--- src/hdl/psfr_map.vh ---
// Purpose: Constants for the power stage fault and reset control block
// Assumes: One 10 MHz clock, registers reached over Avalon-MM
// Notes: Byte offsets, field positions and reset values
`ifndef PSFR_MAP_VH
`define PSFR_MAP_VH

// ----------------------------------------
// Register offsets (byte addresses)
// ----------------------------------------
`define PSFR_CTRL_OFS 4'h0
`define PSFR_STAT_OFS 4'h4
`define PSFR_EVT_OFS 4'h8
`define PSFR_MASK_OFS 4'hc

// ----------------------------------------
// Control fields
// ----------------------------------------
`define PSFR_CTRL_BRIDGED 0
`define PSFR_CTRL_RST 1'b1

// ----------------------------------------
// Status fields
// ----------------------------------------
`define PSFR_ST_UV 0
`define PSFR_ST_POR 1
`define PSFR_ST_OL1 2
`define PSFR_ST_OL2 3
`define PSFR_ST_OT 4
`define PSFR_ST_SD 5
`define PSFR_ST_WARN 6

// ----------------------------------------
// Event bits, same layout for mask
// ----------------------------------------
`define PSFR_EV_UV 0
`define PSFR_EV_OL1 1
`define PSFR_EV_OL2 2
`define PSFR_EV_OT 3
`define PSFR_EV_WARN 4
`define PSFR_EV_W 5
`define PSFR_MASK_RST 5'h00

`endif

--- src/hdl/psfr_edge_det.v ---
// Purpose: Rising edge detector for one reset input
// Assumes: Input synchronous to ref_clk
// Notes: Combinational pulse in the same cycle as the low-to-high step
`timescale 1ns/1ps
module psfr_edge_det (
  ref_clk,
  sys_rst,
  level_in,
  rise_pulse
);
  input wire ref_clk;
  input wire sys_rst;
  input wire level_in;
  output wire rise_pulse;

  reg last_reg;

  // Starts high so a reset input already high at power up gives no false edge
  always @(posedge ref_clk or posedge sys_rst) begin
    if (sys_rst) begin
      last_reg <= 1'b1;
    end else begin
      last_reg <= level_in;
    end
  end

  assign rise_pulse = level_in & ~last_reg;
endmodule

--- src/hdl/psfr_ctrl.v ---
// Purpose: Fault latching, reset handling and flag encoding for a
//   four half-bridge power stage, with an Avalon-MM register slave
// Assumes: All inputs synchronous to ref_clk; supply good inputs are
//   comparator levels from the analog side
// Notes: Hi-Z enables are active high per half-bridge
// Contract
// - At power-up clear overload latches, hold outputs off until supplies good.
// - Any supply under threshold: all bridges Hi-Z at once, shutdown flag low.
// - Undervoltage recovers by itself once every supply is good again.
// - First pair reset low forces both transistors of bridges A, B off.
// - Second pair reset low forces bridges C, D off, independently.
// - Bridged mode: reset low switches on weak pulldown for that pair.
// - Single-ended mode: no weak pulldown while reset is low.
// - Either reset low forces shutdown flag high, hiding any fault.
// - Reset rising edge releases a latched overload shutdown.
// - Flags encode overload/UV, overtemperature and warning as tabled.
// - Overtemperature latched; cleared only once both resets were asserted.
// - Overload latched separately for pair A/B and pair C/D.
`timescale 1ns/1ps
`include "psfr_map.vh"
module psfr_ctrl (
  ref_clk,
  sys_rst,
  pair_one_hold_n,
  pair_two_hold_n,
  gate_drive_supply_good,
  logic_supply_good,
  overload_one,
  overload_two,
  overtemp_trip,
  temp_warning,
  avs_address,
  avs_read,
  avs_write,
  avs_writedata,
  avs_readdata,
  avs_waitrequest,
  bridge_hiz,
  weak_pulldown,
  fault_shutdown_flag_n,
  thermal_warning_flag_n,
  irq
);
  input wire ref_clk;
  input wire sys_rst;
  input wire pair_one_hold_n;
  input wire pair_two_hold_n;
  input wire gate_drive_supply_good;
  input wire logic_supply_good;
  input wire overload_one;
  input wire overload_two;
  input wire overtemp_trip;
  input wire temp_warning;
  input wire [3:0] avs_address;
  input wire avs_read;
  input wire avs_write;
  input wire [31:0] avs_writedata;
  output reg [31:0] avs_readdata;
  output wire avs_waitrequest;
  output reg [3:0] bridge_hiz;
  output reg [3:0] weak_pulldown;
  output reg fault_shutdown_flag_n;
  output reg thermal_warning_flag_n;
  output wire irq;

  // ----------------------------------------
  // Power-on sequencer states
  // ----------------------------------------
  localparam [2:0] ST_POR = 3'h1;
  localparam [2:0] ST_RUN = 3'h2;
  localparam [2:0] ST_UV = 3'h4;

  reg [2:0] state_reg;
  reg [2:0] state_next;
  reg overload_latch_one_reg;
  reg overload_latch_two_reg;
  reg overtemp_shutdown_latch_reg;
  reg ot_seen_one_reg;
  reg ot_seen_two_reg;
  reg bridged_load_config_reg;
  reg [`PSFR_EV_W-1:0] evt_reg;
  reg [`PSFR_EV_W-1:0] mask_reg;
  reg [`PSFR_EV_W-1:0] evt_set;
  reg ack_reg;
  reg uv_prev_reg;
  reg warn_prev_reg;
  wire supply_undervoltage_guard;
  wire rise_one;
  wire rise_two;
  wire single_ended_config;
  wire [1:0] hold_n;
  wire [1:0] pair_off;
  wire any_fault;
  wire common_off;
  wire rd_evt;

  // ----------------------------------------
  // Decode helpers
  // ----------------------------------------
  function addr_hit;
    input [3:0] addr;
    input [3:0] ofs;
    begin
      addr_hit = (addr == ofs);
    end
  endfunction

  // Shared shutdown terms plus the pair's own latch and reset level
  function pair_blocked;
    input shared_off;
    input latch;
    input hold_level_n;
    begin
      pair_blocked = shared_off | latch | ~hold_level_n;
    end
  endfunction

  assign supply_undervoltage_guard =
    ~(gate_drive_supply_good & logic_supply_good);
  assign single_ended_config = ~bridged_load_config_reg;
  assign hold_n = {pair_two_hold_n, pair_one_hold_n};

  // ----------------------------------------
  // Reset edge detection per pair
  // ----------------------------------------
  psfr_edge_det u_edge_one (
    .ref_clk(ref_clk),
    .sys_rst(sys_rst),
    .level_in(pair_one_hold_n),
    .rise_pulse(rise_one)
  );
  psfr_edge_det u_edge_two (
    .ref_clk(ref_clk),
    .sys_rst(sys_rst),
    .level_in(pair_two_hold_n),
    .rise_pulse(rise_two)
  );

  // ----------------------------------------
  // Supply sequencer
  // ----------------------------------------
  always @* begin
    case (state_reg)
      ST_POR: begin
        if (!supply_undervoltage_guard) begin
          state_next = ST_RUN;
        end else begin
          state_next = ST_POR;
        end
      end
      ST_RUN: begin
        if (supply_undervoltage_guard) begin
          state_next = ST_UV;
        end else begin
          state_next = ST_RUN;
        end
      end
      ST_UV: begin
        if (!supply_undervoltage_guard) begin
          state_next = ST_RUN;
        end else begin
          state_next = ST_UV;
        end
      end
      default: begin
        state_next = ST_POR;
      end
    endcase
  end

  always @(posedge ref_clk or posedge sys_rst) begin
    if (sys_rst) begin
      state_reg <= ST_POR;
    end else begin
      state_reg <= state_next;
    end
  end

  // ----------------------------------------
  // Fault latches
  // ----------------------------------------
  // Set wins over the edge clear: a persisting overload relatches
  always @(posedge ref_clk or posedge sys_rst) begin
    if (sys_rst) begin
      overload_latch_one_reg <= 1'b0;
      overload_latch_two_reg <= 1'b0;
    end else if (state_reg == ST_POR) begin
      overload_latch_one_reg <= 1'b0;
      overload_latch_two_reg <= 1'b0;
    end else begin
      if (overload_one) begin
        overload_latch_one_reg <= 1'b1;
      end else if (rise_one) begin
        overload_latch_one_reg <= 1'b0;
      end
      if (overload_two) begin
        overload_latch_two_reg <= 1'b1;
      end else if (rise_two) begin
        overload_latch_two_reg <= 1'b0;
      end
    end
  end

  // Both resets must have been low since the trip, in either order
  always @(posedge ref_clk or posedge sys_rst) begin
    if (sys_rst) begin
      overtemp_shutdown_latch_reg <= 1'b0;
      ot_seen_one_reg <= 1'b0;
      ot_seen_two_reg <= 1'b0;
    end else if (overtemp_trip) begin
      overtemp_shutdown_latch_reg <= 1'b1;
      ot_seen_one_reg <= 1'b0;
      ot_seen_two_reg <= 1'b0;
    end else if (overtemp_shutdown_latch_reg) begin
      if ((ot_seen_one_reg | ~pair_one_hold_n) &
          (ot_seen_two_reg | ~pair_two_hold_n)) begin
        overtemp_shutdown_latch_reg <= 1'b0;
        ot_seen_one_reg <= 1'b0;
        ot_seen_two_reg <= 1'b0;
      end else begin
        ot_seen_one_reg <= ot_seen_one_reg | ~pair_one_hold_n;
        ot_seen_two_reg <= ot_seen_two_reg | ~pair_two_hold_n;
      end
    end
  end

  // ----------------------------------------
  // Power stage controls and flags
  // ----------------------------------------
  // Undervoltage acts on the raw comparator; only the output register adds a cycle
  assign common_off = supply_undervoltage_guard |
    (state_reg != ST_RUN) | overtemp_shutdown_latch_reg;
  assign pair_off[0] = pair_blocked(common_off, overload_latch_one_reg,
    pair_one_hold_n);
  assign pair_off[1] = pair_blocked(common_off, overload_latch_two_reg,
    pair_two_hold_n);
  assign any_fault = common_off | overload_latch_one_reg |
    overload_latch_two_reg;

  genvar g;
  generate
    for (g = 0; g < 2; g = g + 1) begin : g_pair
      always @(posedge ref_clk or posedge sys_rst) begin
        if (sys_rst) begin
          bridge_hiz[2*g+1:2*g] <= 2'h3;
          weak_pulldown[2*g+1:2*g] <= 2'h0;
        end else begin
          bridge_hiz[2*g+1:2*g] <= {2{pair_off[g]}};
          // Pulldown only in bridged mode
          weak_pulldown[2*g+1:2*g] <=
            {2{~hold_n[g] & ~single_ended_config}};
        end
      end
    end
  endgenerate

  // Open-drain flags modelled as levels; low means asserted
  always @(posedge ref_clk or posedge sys_rst) begin
    if (sys_rst) begin
      fault_shutdown_flag_n <= 1'b1;
      thermal_warning_flag_n <= 1'b1;
    end else begin
      fault_shutdown_flag_n <= ~(any_fault & pair_one_hold_n &
        pair_two_hold_n);
      thermal_warning_flag_n <= ~(temp_warning |
        overtemp_shutdown_latch_reg);
    end
  end

  // ----------------------------------------
  // Events and interrupt
  // ----------------------------------------
  assign rd_evt = avs_read & ~ack_reg & addr_hit(avs_address, `PSFR_EVT_OFS);

  always @* begin
    evt_set = {`PSFR_EV_W{1'b0}};
    evt_set[`PSFR_EV_UV] = supply_undervoltage_guard & ~uv_prev_reg;
    evt_set[`PSFR_EV_OL1] = overload_one & ~overload_latch_one_reg;
    evt_set[`PSFR_EV_OL2] = overload_two & ~overload_latch_two_reg;
    evt_set[`PSFR_EV_OT] = overtemp_trip & ~overtemp_shutdown_latch_reg;
    evt_set[`PSFR_EV_WARN] = temp_warning & ~warn_prev_reg;
  end

  // Set wins over the read clear
  always @(posedge ref_clk or posedge sys_rst) begin
    if (sys_rst) begin
      evt_reg <= {`PSFR_EV_W{1'b0}};
      uv_prev_reg <= 1'b0;
      warn_prev_reg <= 1'b0;
    end else begin
      uv_prev_reg <= supply_undervoltage_guard;
      warn_prev_reg <= temp_warning;
      if (rd_evt) begin
        evt_reg <= evt_set;
      end else begin
        evt_reg <= evt_reg | evt_set;
      end
    end
  end

  assign irq = |(evt_reg & mask_reg);

  // ----------------------------------------
  // Avalon-MM slave, one wait state
  // ----------------------------------------
  assign avs_waitrequest = (avs_read | avs_write) & ~ack_reg;

  always @(posedge ref_clk or posedge sys_rst) begin
    if (sys_rst) begin
      ack_reg <= 1'b0;
      avs_readdata <= 32'h0000_0000;
      bridged_load_config_reg <= `PSFR_CTRL_RST;
      mask_reg <= `PSFR_MASK_RST;
    end else begin
      ack_reg <= (avs_read | avs_write) & ~ack_reg;
      if (avs_write & ~ack_reg) begin
        if (addr_hit(avs_address, `PSFR_CTRL_OFS)) begin
          bridged_load_config_reg <= avs_writedata[`PSFR_CTRL_BRIDGED];
        end else if (addr_hit(avs_address, `PSFR_MASK_OFS)) begin
          mask_reg <= avs_writedata[`PSFR_EV_W-1:0];
        end
      end
      if (avs_read & ~ack_reg) begin
        case (avs_address)
          `PSFR_CTRL_OFS:
            avs_readdata <= {31'h0, bridged_load_config_reg};
          `PSFR_STAT_OFS:
            avs_readdata <= {25'h0, ~thermal_warning_flag_n,
              ~fault_shutdown_flag_n, overtemp_shutdown_latch_reg,
              overload_latch_two_reg, overload_latch_one_reg,
              state_reg == ST_POR, supply_undervoltage_guard};
          `PSFR_EVT_OFS:
            avs_readdata <= {27'h0, evt_reg};
          `PSFR_MASK_OFS:
            avs_readdata <= {27'h0, mask_reg};
          default:
            avs_readdata <= 32'h0000_0000;
        endcase
      end
    end
  end
endmodule

--- config.mk ---
export PLATFORM = sky130hd
export DESIGN_NAME = psfr_ctrl
export DESIGN_NICKNAME = d
export VERILOG_FILES = /design/src/hdl/psfr_edge_det.v /design/src/hdl/psfr_ctrl.v
export VERILOG_INCLUDE_DIRS = /design/src /design/src/hdl
export SDC_FILE = /design/constraint.sdc
export NUM_CORES = 1
export LEC_CHECK = 0
export ABC_AREA = 1
export BUFFER_PORTS_ARGS = -buffer_cell sky130_fd_sc_hd__buf_2
export CAP_MARGIN = 30
export CORE_MARGIN = 2
export CORE_UTILIZATION = 45
export CTS_CLUSTER_DIAMETER = 40
export DETAILED_ROUTE_END_ITERATION = 7
export PLACE_DENSITY_LB_ADDON = 0.2
export SLEW_MARGIN = 10
export SYNTH_ARGS = -nofsm -noshare
export SYNTH_HDL_FRONTEND = slang
export SYNTH_SLANG_ARGS = --single-unit
--- constraint.sdc ---
create_clock -name ref_clk -period 1.2 [get_ports ref_clk]
set_input_delay 0.18 -clock ref_clk [delete_from_list [all_inputs] [get_ports ref_clk]]
set_output_delay 0.18 -clock ref_clk [all_outputs]
set_load 0.01 [all_outputs]
==> metrics.md <==
| Metric | Value |
|---|---|
| Seq/Total Area, Yosys | 0.521 |
| Die Y | 67.2 µm |
| P&R area growth vs syn | 21.6% |
| Crit Path Category | flip-flop to output pin |
| Final routed DRC violation total | 0 |
| Crit start category | flip-flop |
| Vias in the first global route | 1328 |
| Slowest-stage cell, CP | dfrtp_1 |
| Max-Cap Viols | 0 |
| Initial DRT Pass Iterations | 4 |
| Yosys Warn Count | 0 |
| Clock transition at the registers of the reported paths | 70 ps |
| Endpoints failing setup | 1 |
| Largest cells by area after synthesis | dfrtp_1, buf_4, dfstp_2 |
| Most used DFF post-synth | dfrtp_1 |
| Peak VDD IR | 0.000852 V |
| Final std cells w/o fill | 315 |
| Final HPWL DP | 2670 µm |
| Nets@finish | 314 |
| Synth cell types | 22 |
| Synth area leader | dfrtp_1 |
| Most instantiated library cell after synthesis | nand2_1 |
| Initial antenna violation count | 0 |
| WP data arrival | 1220 ps |
| GPL Wtd Cong | 0.841 |
| Final instance area | 2180 µm² |
| Critical path depth in cells | 5 |
| Crit path required time | 1020 ps |
| WHS | 26.7 ps |
| Routed WL | 3530 µm |
| H-tree depth | 2 |
| Ports | 92 |
| Reg-to-reg endpoint | fault_shutdown_flag_n$_DFF_PP1_ |
| Final hold violations | 0 |
| Critical Path Most Common Cell | nand2_1 |
| Area occupied by multi-input gates | 653 µm² |
| CP Buf/Inv Count | 1 |
| Largest net degree at the start of global routing | 38 |
| Crit path to | irq |
| Critical-path cell list | nand2_1 -> nand2_2 -> a221oi_2 -> nand2_1 -> buf_2 |
| Cell Pwr Density | 1440 nW/µm² |
| Worst r2r src | state_reg[2]$_DFF_PP0_ |
| Setup ws final | -197 ps |
| FF-to-FF setup slack | 110 ps |
| Tot GR Track Use | 0.177 |
| Worst path max stage delay | 400 ps |
| Max Root-Sink Buffers | 2 |
| CP Launch Point | evt_reg[1]$_DFF_PP0_ |
| RSZ-0062 raised after global routing | true |
| Row Count | 22 |
| ANT nets after route | 0 |
| Vias per inst | 4.61 |
| Initial Util | 0.480 |
| Fin crit share | 1.16 |
| Crit-path max FO | 2 |
| Die ar. | 4510 µm² |
| Top-area cell type share of the netlist area | 0.404 |
| EDFF count, synth | 0 |
| Synth cell count leaders | nand2_1, buf_4, dfrtp_1 |
| Worst Setup End Kind | output pin |
| Root Buffer | clkbuf_8 |
| Sequential cell area | 936 µm² |
| Tmin final | 1400 ps |
| Drt wl/cell | 11.2 µm |
| CTS tree | built |
| Cell area after synthesis | 1800 µm² |
| Via count | 1452 |
| Synthesized area per cell | 8.40 µm² |
| DR iter-0 viols | 54 |
| Ant. Diodes | 0 |
| Status | finished with violations |
| Inserted Clock Buffers | 5 |
| Post-Route Skew | 4.51 ps |
| Failing checks | negative setup slack |
| #FFs+latches synth | 37 |
| Leak pwr | 1.20 nW |
| Fillers | 362 |
| Ys async rst share | 1.00 |
| Clock Sinks | 37 |
| First-pass GRT wire length | 5910 µm |
| Cells after Synth | 214 |
| HP Class | input pin to flip-flop |
| FMAX | 716 MHz |
| R2R depth | 5 |
| Inst Count DP | 306 |
| Max reg flops | 7 |
| Die W | 67.2 µm |
| Core area | 3740 µm² |
| Clk Latency, worst-skew pair | 290 ps |
| Share of cells above drive strength 1 | 0.303 |
| I/O Buffers | 39 |
| Setup TNS | -197 ps |
| Max-slew violations | 0 |
| Placed inst area | 2010 µm² |
| Cell family with most CP delay | flip-flops |
| GR Overflow Total | 0 |
cell type report:
type                    count  share of cell area
flip-flops and latches     37               0.428
inverters                  29              0.0498
clock inverters             2              0.0172
well taps                  48              0.0275
clock buffers               6              0.0378
multi-input cells         142               0.299
repair buffers             51               0.140
layer usage:
metal | wire length (µm) | GRT usage
met1 | 1510 | 0.222
met5 | 0 | 0
met3 | 256 | 0.0400
met4 | 62 | 0.0765
met2 | 1700 | 0.293
cells by family (layout without fill, tap and decap cells):
kind of cell | after synthesis | in the layout | share of synthesized area
compound gates | 19 | 19 | 0.0606
buf+inv | 59 | 88 | 0.185
flops | 37 | 37 | 0.521
other cells | 1 | 25 | 0.00209
simple gates | 98 | 98 | 0.232
cells in the final DEF (no fill, tap or decap):
master | Yosys | final
a21oi_1 | 2 | 2
a221oi_2 | 0 | 1
a31oi_1 | 1 | 1
and2_1 | 1 | 1
buf_12 | 0 | 1
buf_2 | 1 | 38
buf_4 | 29 | 10
buf_6 | 0 | 1
bufinv_16 | 0 | 1
clkbuf_8 | 0 | 6
clkinv_1 | 1 | 1
clkinvlp_4 | 0 | 1
conb_1 | 1 | 25
dfrtp_1 | 29 | 29
dfstp_2 | 8 | 8
dlygate4sd3_1 | 0 | 1
inv_1 | 24 | 24
inv_2 | 4 | 4
nand2_1 | 55 | 51
nand2_2 | 1 | 4
nand2_4 | 0 | 1
nand3_1 | 24 | 24
nor2_1 | 13 | 12
nor2_2 | 2 | 2
nor2_4 | 1 | 2
nor3_2 | 0 | 1
o21ai_0 | 2 | 2
o21ai_1 | 6 | 6
o22ai_1 | 7 | 7
worst min path at each step:
stage	startpoint	endpoint	slack, ps	cells past startpoint
floorplan	pair_one_hold_n	u_edge_one.last_reg$_DFF_PP1_	180	0
global placement	sys_rst	weak_pulldown[0]$_DFF_PP0_	240	3
detailed placement	sys_rst	weak_pulldown[0]$_DFF_PP0_	240	3
CTS	temp_warning	warn_prev_reg$_DFF_PP0_	20	1
global route	pair_two_hold_n	u_edge_two.last_reg$_DFF_PP1_	30	1
finish	temp_warning	warn_prev_reg$_DFF_PP0_	30	1
worst register-to-register path: stages (launching register included):
cell	delay, ps
dfrtp_1	420
nor2_1	120
nand2_1	80
nor3_2	220
nand3_1	110
nand3_1	90
power breakdown:
part | total [mW] | switching [mW] | internal [mW]
logic | 0.562 | 0.335 | 0.227
registers | 1.48 | 0.0866 | 1.39
clock network | 1.11 | 0.437 | 0.675
through the flow:
stage	setup WS, ps	util	power, mW
final	-197	0.584	3.15
after floorplan	179	-	1.85
after global placement	46.9	0.538	2.01
after global routing	-257	0.584	3.33
after CTS	-199	0.575	3.16
after detailed placement	40.7	0.538	2.02
repair_timing:
item | 4_1_cts | 5_1_grt
hold endpoints to repair | 29 | 0
hold buffers | 1 | 0
resized for setup | 2 | 8
endpoints found under the setup margin | 2 | 9
setup buffers | 0 | 0
gates cloned | 0 | 0
pin swaps | 3 | 3
Power figures use the tool's default switching activity.
